### src/mbc_pkg.sv
// Shared constants and types of the memory bus controller
// Notes on behaviour
// [RULE_01] All transfers are little-endian; masters issue little-endian accesses only.
// [RULE_02] Fixed priority grant: Ethernet master first, DMA next, processor last.
// [RULE_03] Top four address bits pick internal, peripheral or one of fourteen abort regions.
// [RULE_04] Eight more bits split the internal region into 1-Mbyte memory slots.
// [RULE_05] A small memory repeats through its whole slot, ignoring bits above its size.
// [RULE_06] An unassigned internal-region address returns an abort to the requester.
// [RULE_07] Internal addresses 0x0040_0000 to 0x0FFF_FFFF are undefined and abort.
// [RULE_08] Boot slot shows flash without remap, SRAM with it; originals stay reachable.
// [RULE_09] Writing 1 to remap control bit 0 inverts remap; 0 has no effect.
// [RULE_10] Reset clears remap so flash sits in the boot slot.
// [RULE_11] Any abort is signalled to all masters at once.
// [RULE_12] Only the processor acts on abort, and only for its own access.
// [RULE_13] Each abort stores the full 32-bit failing address.
// [RULE_14] Each abort records the transfer size of the failing access.
// [RULE_15] Each abort records data read, data write or instruction fetch.
// [RULE_16] Each abort sets exactly one cause: undefined or misaligned address.
// [RULE_17] Each abort sets one last-source flag and clears the other two.
// [RULE_18] Sticky per-master flags record unshown aborts; status read clears them.
// [RULE_19] A processor data abort stores the data address, not the instruction address.
// [RULE_20] Misaligned word or half-word access from any master aborts and is cancelled.
// [RULE_21] Processor instruction fetches skip the alignment check.
// [RULE_22] Size field codes: 00 byte, 01 half-word, 10 word, 11 reserved.
// [RULE_23] Type field codes: 00 read, 01 write, 10 fetch, 11 reserved.
// [RULE_24] Slot 1 holds the flash, slot 2 the SRAM.
// [RULE_25] Each new abort overwrites address, size, type, cause and last source.
// [RULE_26] Lower masters wait for higher ones; a transfer completes before regrant.
package mbc_pkg;

	localparam int NUM_MASTERS = 3;

	// Master indices, lower index wins
	localparam logic [1:0] MST_ETH = 2'h0;
	localparam logic [1:0] MST_DMA = 2'h1;
	localparam logic [1:0] MST_CPU = 2'h2;

	// APB register byte offsets
	localparam logic [7:0] OFS_REMAP_CONTROL = 8'h00;
	localparam logic [7:0] OFS_ABORT_STATUS  = 8'h04;
	localparam logic [7:0] OFS_ABORT_ADDRESS = 8'h08;

	localparam int REMAP_TOGGLE_BIT = 0;

	// Abort status field positions
	localparam int ASR_UNDEFINED_POS = 0;
	localparam int ASR_MISALIGNED_POS = 1;
	localparam int ASR_SIZE_LSB = 8;
	localparam int ASR_TYPE_LSB = 10;
	localparam int ASR_LAST_SRC_LSB = 16;
	localparam int ASR_STICKY_LSB = 24;

	localparam logic [31:0] RESET_ABORT_STATUS = 32'h0000_0000;
	localparam logic [31:0] RESET_ABORT_ADDRESS = 32'h0000_0000;

	// Transfer size codes
	localparam logic [1:0] SIZE_BYTE = 2'h0;
	localparam logic [1:0] SIZE_HALF = 2'h1;
	localparam logic [1:0] SIZE_WORD = 2'h2;

	// Access type codes
	localparam logic [1:0] TYPE_READ = 2'h0;
	localparam logic [1:0] TYPE_WRITE = 2'h1;
	localparam logic [1:0] TYPE_FETCH = 2'h2;

	// Address decode
	localparam logic [3:0] REGION_INTERNAL = 4'h0;
	localparam logic [3:0] REGION_PERIPH = 4'hf;
	localparam logic [7:0] SLOT_BOOT = 8'h00;
	localparam logic [7:0] SLOT_FLASH = 8'h01;
	localparam logic [7:0] SLOT_SRAM = 8'h02;
	localparam logic [7:0] SLOT_ROM = 8'h03;
	localparam int SLOT_OFS_W = 20;

	// Target codes driven on the memory side
	localparam logic [1:0] TGT_FLASH = 2'h0;
	localparam logic [1:0] TGT_SRAM = 2'h1;
	localparam logic [1:0] TGT_ROM = 2'h2;
	localparam logic [1:0] TGT_PERIPH = 2'h3;

	typedef enum logic [1:0] {
		MBC_IDLE,
		MBC_XFER,
		MBC_DONE
	} mbc_state_t;

endpackage

### src/mbc_top.sv
// Memory bus controller: arbiter, decoder, remap, alignment check, abort capture
`timescale 1ns/1ns
module mbc_top
	import mbc_pkg::*;
#(
	parameter int FLASH_AW = 18,
	parameter int SRAM_AW  = 16,
	parameter int ROM_AW   = 14
) (
	input  wire logic                        clk_sys,
	input  wire logic                        rstn,
	// APB slave
	input  wire logic                        psel,
	input  wire logic                        penable,
	input  wire logic                        pwrite,
	input  wire logic [7:0]                  paddr,
	input  wire logic [31:0]                 pwdata,
	output logic [31:0]                      prdata,
	output logic                             pready,
	output logic                             pslverr,
	// Masters: index 0 Ethernet, 1 DMA, 2 processor
	input  wire logic [NUM_MASTERS-1:0]        m_req,
	input  wire logic [NUM_MASTERS-1:0][31:0]  m_addr,
	input  wire logic [NUM_MASTERS-1:0][1:0]   m_size,
	input  wire logic [NUM_MASTERS-1:0][1:0]   m_type,
	input  wire logic [NUM_MASTERS-1:0][31:0]  m_wdata,
	output logic [NUM_MASTERS-1:0]             m_grant,
	output logic [NUM_MASTERS-1:0]             m_done,
	output logic                             bus_abort,
	output logic [31:0]                      bus_rdata,
	// Memory and peripheral side
	output logic                             mem_valid,
	output logic [1:0]                       mem_target,
	output logic [27:0]                      mem_addr,
	output logic                             mem_write,
	output logic [3:0]                       mem_be,
	output logic [31:0]                      mem_wdata,
	input  wire logic                        mem_ready,
	input  wire logic [31:0]                 mem_rdata,
	output logic                             remap_state
);

	mbc_state_t                state_ff;
	mbc_state_t                nxt_state;
	logic [1:0]                gnt_ff;
	logic [1:0]                nxt_gnt;
	logic [31:0]               req_addr_ff;
	logic [1:0]                req_size_ff;
	logic [1:0]                req_type_ff;
	logic [31:0]               req_wdata_ff;
	logic                      done_ff;
	logic                      abort_ff;
	logic [31:0]               rdata_ff;
	logic                      remap_ff;
	logic [31:0]               abort_addr_ff;
	logic [1:0]                abort_size_ff;
	logic [1:0]                abort_type_ff;
	logic                      undefined_flag_ff;
	logic                      misaligned_flag_ff;
	logic [NUM_MASTERS-1:0]    last_src_ff;
	logic [NUM_MASTERS-1:0]    sticky_src_ff;
	logic                      last_unread_ff;
	logic [31:0]               prdata_ff;
	logic                      snap_late_ff;

	logic                      any_req;
	logic                      dec_undefined;
	logic                      dec_misaligned;
	logic                      dec_abort;
	logic [1:0]                dec_target;
	logic [27:0]               dec_addr;
	logic                      xfer_end;
	logic                      apb_access;
	logic                      apb_setup;
	logic                      apb_mapped;
	logic                      status_read;
	logic [NUM_MASTERS-1:0]    gnt_onehot;
	logic [31:0]               status_word;

	// Offset inside a memory of 2**aw bytes; upper bits fold away so it repeats in the slot
	function automatic logic [27:0] wrap_offset(input logic [31:0] a, input int aw);
		logic [27:0] mask;
		mask = (28'h000_0001 << aw) - 28'h000_0001;
		return {8'h00, a[SLOT_OFS_W-1:0]} & mask; // RULE_05
	endfunction

	// Byte enables, byte 0 on the lowest lane
	function automatic logic [3:0] lane_mask(input logic [1:0] a, input logic [1:0] sz);
		logic [3:0] m;
		m = 4'h1;
		if (sz == SIZE_HALF) begin
			m = 4'h3;
		end else if (sz == SIZE_WORD) begin
			m = 4'hf;
		end
		return 4'((m << a) & 4'hf); // RULE_01
	endfunction

	function automatic logic [NUM_MASTERS-1:0] onehot(input logic [1:0] idx);
		return NUM_MASTERS'(1) << idx;
	endfunction

	// Fixed priority: lowest index with a request wins
	always_comb begin
		any_req = |m_req;
		nxt_gnt = MST_CPU;
		if (m_req[MST_ETH]) begin // RULE_02
			nxt_gnt = MST_ETH;
		end else if (m_req[MST_DMA]) begin
			nxt_gnt = MST_DMA;
		end
	end

	// Decode of the latched request
	always_comb begin
		dec_undefined = 1'b0;
		dec_target = TGT_PERIPH;
		dec_addr = req_addr_ff[27:0];
		unique case (req_addr_ff[31:28]) // RULE_03
			REGION_INTERNAL: begin
				unique case (req_addr_ff[27:20]) // RULE_04
					SLOT_BOOT: begin
						dec_target = remap_ff ? TGT_SRAM : TGT_FLASH; // RULE_08
						dec_addr = remap_ff ? wrap_offset(req_addr_ff, SRAM_AW)
							: wrap_offset(req_addr_ff, FLASH_AW);
					end
					SLOT_FLASH: begin
						dec_target = TGT_FLASH; // RULE_24
						dec_addr = wrap_offset(req_addr_ff, FLASH_AW);
					end
					SLOT_SRAM: begin
						dec_target = TGT_SRAM; // RULE_24
						dec_addr = wrap_offset(req_addr_ff, SRAM_AW);
					end
					SLOT_ROM: begin
						dec_target = TGT_ROM;
						dec_addr = wrap_offset(req_addr_ff, ROM_AW);
					end
					default: begin
						dec_undefined = 1'b1; // RULE_06 RULE_07
					end
				endcase
			end
			REGION_PERIPH: begin
				dec_target = TGT_PERIPH;
			end
			default: begin
				dec_undefined = 1'b1; // RULE_03
			end
		endcase
	end

	// Only processor fetches skip the check; other masters are checked whatever they claim
	always_comb begin
		dec_misaligned = 1'b0;
		if (req_type_ff != TYPE_FETCH || gnt_ff != MST_CPU) begin // RULE_21
			if (req_size_ff == SIZE_WORD) begin
				dec_misaligned = req_addr_ff[1:0] != 2'h0; // RULE_20
			end else if (req_size_ff == SIZE_HALF) begin
				dec_misaligned = req_addr_ff[0]; // RULE_20
			end
		end
		dec_abort = dec_undefined | dec_misaligned;
	end

	// An aborted access ends at once and never reaches a memory
	assign xfer_end = (state_ff == MBC_XFER) && (dec_abort || mem_ready);

	always_comb begin
		nxt_state = state_ff;
		unique case (state_ff)
			MBC_IDLE: begin
				if (any_req) begin
					nxt_state = MBC_XFER;
				end
			end
			MBC_XFER: begin
				if (xfer_end) begin // RULE_26
					nxt_state = MBC_DONE;
				end
			end
			MBC_DONE: begin
				nxt_state = MBC_IDLE;
			end
		endcase
	end

	always_ff @(posedge clk_sys or negedge rstn) begin
		if (!rstn) begin
			state_ff <= MBC_IDLE;
		end else begin
			state_ff <= nxt_state;
		end
	end

	// Grant and request are frozen until the transfer finishes
	always_ff @(posedge clk_sys or negedge rstn) begin
		if (!rstn) begin
			gnt_ff <= MST_CPU;
			req_addr_ff <= 32'h0000_0000;
			req_size_ff <= SIZE_BYTE;
			req_type_ff <= TYPE_READ;
			req_wdata_ff <= 32'h0000_0000;
		end else if (state_ff == MBC_IDLE && any_req) begin
			gnt_ff <= nxt_gnt; // RULE_26
			req_addr_ff <= m_addr[nxt_gnt];
			req_size_ff <= m_size[nxt_gnt];
			req_type_ff <= m_type[nxt_gnt];
			req_wdata_ff <= m_wdata[nxt_gnt];
		end
	end

	always_ff @(posedge clk_sys or negedge rstn) begin
		if (!rstn) begin
			done_ff <= 1'b0;
			abort_ff <= 1'b0;
			rdata_ff <= 32'h0000_0000;
		end else begin
			done_ff <= xfer_end;
			abort_ff <= xfer_end && dec_abort; // RULE_11
			if (xfer_end && !dec_abort) begin
				rdata_ff <= mem_rdata;
			end
		end
	end

	assign gnt_onehot = onehot(gnt_ff);
	assign m_grant = (state_ff == MBC_IDLE) ? '0 : gnt_onehot;
	assign m_done = done_ff ? gnt_onehot : '0;
	// Every master sees the abort; only the processor is expected to act on it
	assign bus_abort = abort_ff; // RULE_11 RULE_12
	assign bus_rdata = rdata_ff;

	assign mem_valid = (state_ff == MBC_XFER) && !dec_abort; // RULE_20
	assign mem_target = dec_target;
	assign mem_addr = dec_addr;
	assign mem_write = req_type_ff == TYPE_WRITE;
	assign mem_be = lane_mask(req_addr_ff[1:0], req_size_ff);
	assign mem_wdata = req_wdata_ff;

	// Abort capture; the latched address is the data address itself
	always_ff @(posedge clk_sys or negedge rstn) begin
		if (!rstn) begin
			abort_addr_ff <= RESET_ABORT_ADDRESS;
			abort_size_ff <= SIZE_BYTE;
			abort_type_ff <= TYPE_READ;
			undefined_flag_ff <= 1'b0;
			misaligned_flag_ff <= 1'b0;
			last_src_ff <= '0;
		end else if (xfer_end && dec_abort) begin // RULE_25
			abort_addr_ff <= req_addr_ff; // RULE_13 RULE_19
			abort_size_ff <= req_size_ff; // RULE_14 RULE_22
			abort_type_ff <= req_type_ff; // RULE_15 RULE_23
			undefined_flag_ff <= dec_undefined; // RULE_16
			misaligned_flag_ff <= !dec_undefined; // RULE_16
			last_src_ff <= gnt_onehot; // RULE_17
		end
	end

	// A displaced, unread last source moves into the sticky flags; this set beats the read clear
	always_ff @(posedge clk_sys or negedge rstn) begin
		if (!rstn) begin
			sticky_src_ff <= '0;
			last_unread_ff <= 1'b0;
		end else begin
			if (xfer_end && dec_abort) begin
				sticky_src_ff <= (status_read ? '0 : sticky_src_ff)
					| (last_unread_ff ? last_src_ff : '0); // RULE_18
				last_unread_ff <= 1'b1;
			end else if (status_read) begin
				sticky_src_ff <= '0; // RULE_18
				last_unread_ff <= snap_late_ff; // RULE_18
			end
		end
	end

	// APB: zero wait states, error on unmapped offsets
	assign apb_setup = psel && !penable;
	assign apb_access = psel && penable;
	assign apb_mapped = (paddr == OFS_REMAP_CONTROL) || (paddr == OFS_ABORT_STATUS)
		|| (paddr == OFS_ABORT_ADDRESS);
	assign status_read = apb_access && !pwrite && (paddr == OFS_ABORT_STATUS);
	assign pready = 1'b1;
	assign pslverr = apb_access && !apb_mapped;
	assign prdata = prdata_ff;

	always_ff @(posedge clk_sys or negedge rstn) begin
		if (!rstn) begin
			remap_ff <= 1'b0; // RULE_10
		end else if (apb_access && pwrite && paddr == OFS_REMAP_CONTROL
			&& pwdata[REMAP_TOGGLE_BIT]) begin
			remap_ff <= !remap_ff; // RULE_09
		end
	end

	assign remap_state = remap_ff;

	// Status word as software reads it
	always_comb begin
		status_word = 32'h0000_0000;
		status_word[ASR_UNDEFINED_POS] = undefined_flag_ff;
		status_word[ASR_MISALIGNED_POS] = misaligned_flag_ff;
		status_word[ASR_SIZE_LSB +: 2] = abort_size_ff;
		status_word[ASR_TYPE_LSB +: 2] = abort_type_ff;
		status_word[ASR_LAST_SRC_LSB +: NUM_MASTERS] = last_src_ff;
		status_word[ASR_STICKY_LSB +: NUM_MASTERS] = sticky_src_ff;
	end

	// Read data is staged in the setup phase so the access phase needs no wait
	always_ff @(posedge clk_sys or negedge rstn) begin
		if (!rstn) begin
			prdata_ff <= 32'h0000_0000;
		end else if (apb_setup) begin
			prdata_ff <= 32'h0000_0000;
			if (!pwrite && paddr == OFS_ABORT_STATUS) begin
				prdata_ff <= status_word;
			end else if (!pwrite && paddr == OFS_ABORT_ADDRESS) begin
				prdata_ff <= abort_addr_ff;
			end
		end
	end

	// An abort landing on the setup edge of a status read is missing from the staged word,
	// so the access that clears the flags must not count it as shown
	always_ff @(posedge clk_sys or negedge rstn) begin
		if (!rstn) begin
			snap_late_ff <= 1'b0;
		end else if (apb_setup) begin
			snap_late_ff <= xfer_end && dec_abort; // RULE_18
		end
	end

endmodule // mbc_top

### config.mk
export PLATFORM = sky130hd
export DESIGN_NAME = mbc_top
export DESIGN_NICKNAME = d
export VERILOG_FILES = /design/src/mbc_pkg.sv /design/src/mbc_top.sv
export SDC_FILE = /design/constraint.sdc
export NUM_CORES = 1
export LEC_CHECK = 0
export ABC_CLOCK_PERIOD_IN_PS = 2500
export BUFFER_PORTS_ARGS = -buffer_cell sky130_fd_sc_hd__buf_2
export CELL_PAD_IN_SITES_DETAIL_PLACEMENT = 0
export CELL_PAD_IN_SITES_GLOBAL_PLACEMENT = 1
export CORE_AREA = 2 2 164 166
export CTS_CLUSTER_DIAMETER = 120
export DETAILED_ROUTE_END_ITERATION = 10
export DIE_AREA = 0 0 166 168
export GPL_ROUTABILITY_DRIVEN = 0
export HOLD_SLACK_MARGIN = 0.06
export PLACE_DENSITY = 0.85
export SLEW_MARGIN = 20
export SYNTH_ARGS = -nofsm -noshare
export SYNTH_HDL_FRONTEND = slang
export SYNTH_SLANG_ARGS = --single-unit
### constraint.sdc
create_clock -name clk_sys -period 2.5 [get_ports clk_sys]
set_input_delay 0.25 -clock clk_sys [delete_from_list [all_inputs] [get_ports clk_sys]]
set_output_delay 0.25 -clock clk_sys [all_outputs]
set_load 0.03 [all_outputs]
==> metrics.md, run 1 <==
| Metric | Value |
|---|---|
| Setup-failing EPs final | 0 |
| Final Net Count | around 1500 |
| Kind of critical path | register to output pin |
| Vias per cell | ~4.7 |
| Setup WS pre-CTS | about 0.28 ns |
| Yosys reg bits | 185 |
| Syn_area_per_cell | 10.5 um2 |
| Critical R2R Launch | gnt_ff[1]$_DFFE_PN1P_ |
| Initial antenna violation count | 0 |
| Syn. warnings | 0 |
| Max Freq | 438 MHz |
| Worst hold start | m_wdata[11] |
| Initial core utilization | 0.334 |
| H-tree levels | 4 |
| DR pass1 iterations | 4 |
| Final Hold Fails | 0 |
| First-pass GRT wire length | 39400 um |
| Vias in the first global route | 7277 |
| Clock Root Buffer | clkbuf_16 |
| Pin count of the biggest net entering global routing | 73 |
| Final ANT Viol Nets | 0 |
| Area grow syn2layout | 36.5% |
| Status | complete, no violations |
| VDD IR max | about 0.57 mV |
| DP HPWL | roughly 19000 um |
| Final hold slack | between 0.1 and 0.15 ns |
| PD cells | between 1000 and 1500 nW/um2 |
| Worst EP required | 2.25 ns |
| Post-synth EDFFs | 0 |
| Area share of the largest cell type after synthesis | 0.523 |
| CTS tree | yes |
| Power Total | 13200 uW |
| Worst path slowest cell | dfstp_2 |
| IO buf count | 394 |
| Row cnt | 60 |
| Share of cells above drive strength 1 | 0.375 |
| WP buf/inv | 1 |
| Max-slew violations | 0 |
| Global route overflow | 0 |
| Delay of the slowest critical-path stage | approximately 0.66 ns |
| Sequential share of the synthesized area | 0.526 |
| Synth area leader | dfrtp_1 |
| Maxcap violations | 0 |
| Iteration-0 DRC Markers | approximately 320 |
| Startpoint types | register |
| Post-Syn Area | 8810 um2 |
| Worst-path clk slew | 0.08 ns |
| Critical Path AT | a little over 2 ns |
| Hold Path Class | primary input to register |
| Slew headroom | 0.569 |
| Final worst path period share | 0.913 |
| Fin crit period | 2.28 ns |
| Leakage | 0.00616 uW |
| Clock sink count | 185 |
| Core Area | 26400 um2 |
| Clk Latency, worst-skew pair | 0.42 ns |
| Crit path max-delay family | simple AND/OR/NAND/NOR gates |
| DRC Markers | 0 |
| Routed via count | 7383 |
| Syn Inst Count | approximately 840 |
| Synth unique cells | 49 |
| Die Span Y | ~170 um |
| Die width | around 170 um |
| All-Layer GR Usage | 0.177 |
| Synth top area cells | dfrtp_1 (52%), mux2_1 (8.8%), mux2i_1 (8.1%), a21oi_1 (4.3%), o21ai_0 (4.0%) |
| CTS Buffer Depth | 2 |
| Final wirelength | 24900 um |
| Sum Neg Setup Slack | 0 ns |
| Critical-path cell list | nor4bb_4, nor3_4, nor3_2, buf_2 |
| Synth Net Count | roughly 1100 |
| DR WL/cell | 15.8 um |
| Async SR Flop Fraction | 1.00 |
| Die ar. | 27900 um2 |
| Setup ws final | 0.217 ns |
| CP Capture Type | output pin |
| Filler instances | roughly 2500 |
| I/O Pins | around 430 |
| CP max FO | 10 |
| Worst Max-Slew Pin Slew | 0.647 ns |
| Worst setup startpoint | gnt_ff[1]$_DFFE_PN1P_ |
| Most common flop cell mapped by yosys | dfrtp_1 |
| Setup Skew | 0.0153 ns |
| Num CTS Buffers | 17 |
| Ant diodes | 0 |
| Unrepaired setup endpoints after global routing | no |
worst paths after layout:
kind / cells past startpoint / endpoint / slack (ns)
setup reg to reg: 5 / bus_rdata[22]$_DFFE_PN0P_ / 0.35
min in group asynchronous: 2 / prdata[21]$_DFFE_PN0P_ / 0.36
hold / removal: 3 / mem_wdata[11]$_DFFE_PN0P_ / 0.10
hold reg to reg: 2 / prdata[18]$_DFFE_PN0P_ / 0.48
max in group asynchronous: 3 / req_addr_ff[31]$_DFFE_PN0P_ / 1.37
setup / recovery: 4 / mem_valid / 0.22
cell type report:
cell class	instances	area, um2	share of cell area
inverter	9	33.8	0.00281
multi-input combinational	563	3780	0.314
clock buffer	17	425	0.0354
clock inverter	15	180	0.0150
tap	341	427	0.0355
sequential	185	4630	0.385
timing repair buffer	448	2550	0.212
kinds of logic (layout without fill, tap and decap cells):
group                      count (synthesis)  after routing  share of synthesized area
buffers and inverters                     90            489                     0.0507
muxes                                    140            140                      0.169
adders and majority gates                  4              4                    0.00568
other                                      1              1                   0.000426
AOI/OAI and AO/OA                        207            207                      0.137
xor gates and xnor gates                   1              1                   0.000994
and+or+nand+nor                          210            210                      0.110
DFF                                      185            185                      0.526
where the power goes:
group          total [uW]  switching, uW  leakage (uW)  internal [uW]
clock network        2740           1300      0.000294           1440
logic                5480           3580       0.00352           1900
registers            4950            823       0.00235           4120
total               13200           5700       0.00616           7470
per-layer routing:
layer | GRT usage | up-vias | part of all wire
met5 | 0 | - | 0
met4 | 0.0454 | 0 | 0.014
met3 | 0.0397 | 19 | 0.063
met2 | 0.293 | 285 | 0.48
met1 | 0.236 | 3396 | 0.45
li1 | - | 3683 | -
what timing repair did:
item | CTS | global route
gates cloned | 0 | 0
setup endpoints to repair | 1 | 1
resized for setup | 1 | 2
setup buffers | 0 | 1
pin swaps | 0 | 1
hold buffers | 33 | 0
endpoints found under the hold margin | 92 | 0
metrics by stage:
step	util	cells	instance area, um2
final	0.456	1578	12000
after global routing	0.456	1578	12000
after floorplan	-	838	8810
after CTS	0.455	1577	12000
after global placement	0.420	1512	11100
after detailed placement	0.420	1512	11100
layout by cell type (no fill, tap or decap), types with 2 or more instances in the layout:
cell type	n
nand4_1	3
and2_1	4
o21ai_0	71
clkbuf_16	17
nand2_1	90
nor3b_1	2
inv_1	8
clkinv_4	2
buf_2	391
nor3_4	2
and3b_1	2
buf_4	17
nor3_1	3
a22o_1	21
nand3_1	2
o2bb2ai_1	5
dfrtp_1	184
dlygate4sd3_1	33
inv_8	4
nor3_2	2
buf_12	6
a21oi_1	75
ha_1	4
nor2b_1	5
nor2_1	80
a22oi_1	13
mux2_1	69
o21ai_1	11
o21a_1	3
nand3b_1	2
inv_6	3
clkinv_8	3
nor4_4	3
mux2i_1	71
cells in the mapped netlist (2+ instances only):
cell type	number
nand3_1	2
nor3b_1	2
o21a_1	3
clkbuf_1	45
nor3_1	5
nand3b_1	2
nand4_1	3
nor4_4	3
and2_1	4
o21ai_1	11
nand2b_1	3
nor2b_1	5
buf_4	19
and3b_1	2
mux2_1	69
ha_1	4
a22oi_1	13
nor3_4	2
o2bb2ai_1	5
buf_1	2
buf_2	12
nand2_1	90
a22o_1	21
inv_1	8
nor2_1	80
mux2i_1	71
o21ai_0	71
buf_6	3
dfrtp_1	184
a21oi_1	75
tightest hold or removal path, delay by kind of cell:
kind | cells | cell delay (ns)
buf+inv | 1 | 0.08
compound gates | 2 | 0.17
registers in the layout (all words and copies together) (netlist names), 3 cells and up:
name	cells
abort_addr_ff	32
bus_rdata	32
mem_wdata	32
prdata	32
req_addr_ff	32
last_src_ff	3
sticky_src_ff	3
Note: power is estimated with default switching activity, not from simulation.
==> inputs of run 2 (changes only) <==
- ABC_CLOCK_PERIOD_IN_PS: 2500 -> 2300
- clock period: 2.5 -> 2.3 ns (I/O delays scaled with it)
==> metrics.md, run 2 (synthesis results as in run 1) <==
| Metric | Value |
|---|---|
| Slew headroom | 0.647 |
| Share of cells above drive strength 1 | 0.382 |
| Routed via count | approximately 7500 |
| Post-DP Area | 11100 um2 |
| Placed cells | 1517 |
| Metal-1 WL | approximately 12000 um |
| Global route overflow | 0 |
| Combinational share of power | 0.428 |
| Vias per cell | 4.71 |
| Setup-failing EPs final | 0 |
| VDD IR max | ~0.59 mV |
| H-tree levels | 4 |
| Sum Neg Setup Slack | 0 ns |
| DR WL met2 | 11800 um |
| Row cnt | 60 |
| Die ar. | 27900 um2 |
| Initial core utilization | 0.334 |
| DR pass1 iterations | 6 |
| Commonest non-fill, non-tap cell in the layout | buf_2 |
| Worst-path clk slew | about 0.080 ns |
| Most frequent cells in the layout | buf_2 (390), dfrtp_1 (183), nand2_1 (90) |
| Worst EP required | 2.07 ns |
| IO buf count | 394 |
| Final instance area | 12100 um2 |
| Die Span Y | about 170 um |
| Final wirelength | 25400 um |
| Hold Path Class | primary input to register |
| Unrepaired setup endpoints after global routing | no |
| Core Area | ~26000 um2 |
| Num CTS Buffers | 17 |
| Setup ws final | 0.106 ns |
| Final Net Count | approximately 1500 |
| Kind of critical path | register to output pin |
| Max Freq | 456 MHz |
| Pin count of the biggest net entering global routing | 140 |
| I/O Pins | 427 |
| Critical-path cell list | nor4_4, buf_4, nand3_2, nor2_1, nor2b_1, buf_2 |
| Fin crit period | 2.19 ns |
| All-Layer GR Usage | 0.179 |
| DRC Markers | 0 |
| Clk Latency, worst-skew pair | 0.43 ns |
| Worst path slowest cell | dfrtp_2 |
| Iteration-0 DRC Markers | 258 |
| Reg power frac | 0.371 |
| Switching share of power | 0.434 |
| Status | complete, no violations |
| Startpoint types | register |
| Setup Skew | 0.0119 ns |
| DP HPWL | ~19000 um |
| Metal3 WL | 1260 um |
| PD cells | around 1200 nW/um2 |
| Delay of the slowest critical-path stage | 0.44 ns |
| Final worst path period share | 0.954 |
| CTS tree | yes |
| CP max FO | 7 |
| WP buf/inv | 2 |
| CP Capture Type | output pin |
| Final Hold Fails | 0 |
| Area grow syn2layout | 37.6% |
| Int Power | 8120 uW |
| Top routing layer in use | met4 |
| Worst Max-Slew Pin Slew | 0.530 ns |
| Crit path max-delay family | simple AND/OR/NAND/NOR gates |
| Power share of the clock group | 0.201 |
| Clock sink count | 185 |
| Final ANT Viol Nets | 0 |
| Filler instances | 2490 |
| Setup WS pre-CTS | around 0.23 ns |
| Leakage | roughly 0.0062 uW |
| Clock Root Buffer | clkbuf_16 |
| Die width | 166 um |
| Initial antenna violation count | 2 |
| Fin cells | around 1600 |
| First-pass GRT wire length | 39700 um |
| CTS Buffer Depth | 2 |
| Maxcap violations | 0 |
| P_sw | 6230 uW |
| Vias in the first global route | ~7300 |
| DR WL/cell | between 15 and 20 um |
| Max-slew violations | 0 |
| Critical Path AT | 1.96 ns |
-- run 2: path summary, 6_finish.rpt --
path                                             start                            end  depth (start not counted)  slack (ns)
max                        req_addr_ff[25]$_DFFE_PN0P_                   mem_addr[17]                          6        0.11
min                                        m_wdata[13]      mem_wdata[13]$_DFFE_PN0P_                          3        0.08
max reg2reg                      gnt_ff[1]$_DFFE_PN1P_  abort_addr_ff[10]$_DFFE_PN0P_                          6        0.16
min reg2reg                  mem_wdata[31]$_DFFE_PN0P_      mem_wdata[31]$_DFFE_PN0P_                          2        0.48
max in group asynchronous                         rstn    req_addr_ff[16]$_DFFE_PN0P_                          3        1.32
min in group asynchronous                         rstn         prdata[19]$_DFFE_PN0P_                          2        0.32
-- run 2: layout make-up --
cell class                      count  area, um2  area share
Sequential cell                   185       4630       0.382
Multi-Input combinational cell    563       3780       0.312
Timing Repair Buffer              458       2660       0.220
Clock buffer                       18        429      0.0354
Tap cell                          341        427      0.0352
Clock inverter                     14        151      0.0125
Inverter                            9       33.8     0.00279
Antenna cell                        1       2.50    0.000206
-- run 2: power by group through the flow --
stage | Combinational [uW] | Sequential [uW] | Clock [uW]
after CTS | 6150 | 5320 | 2960
after floorplan | 3240 | 6200 | 0
after global placement | 5950 | 5320 | 0
after detailed placement | 6070 | 5380 | 0
final | 6150 | 5320 | 2880
after global routing | 6660 | 5500 | 3100
-- run 2: worst reg2reg max path: cells and delay by family (launching register included) --
family | cells | cell delay, ns
compound gates | 1 | 0.17
buf+inv | 2 | 0.45
flops | 1 | 0.53
mux | 1 | 0.36
simple gates | 2 | 0.52
-- run 2: per-layer routing --
layer  vias up  GRT usage
met5         -          0
met4         0     0.0669
met3        35     0.0334
met2       268      0.290
met1      3481      0.241
li1       3707          -
-- run 2: through the flow --
stage	power (uW)	utilization	hold WS (ns)
global route	15300	0.460	0.0680
global placement	11300	0.422	0.227
floorplan	9450	-	-0.0656
detailed placement	11500	0.422	0.227
finish	14400	0.460	0.0780
CTS	14400	0.458	0.0654
-- run 2: what timing repair did --
item / 4_1_cts / 5_1_grt
buffers inserted: 2 / 4
gates resized for setup: 3 / 4
hold buffers: 33 / 0
pin swaps: 3 / 4
endpoints found under the setup margin: 1 / 9
endpoints found under the hold margin: 80 / 0
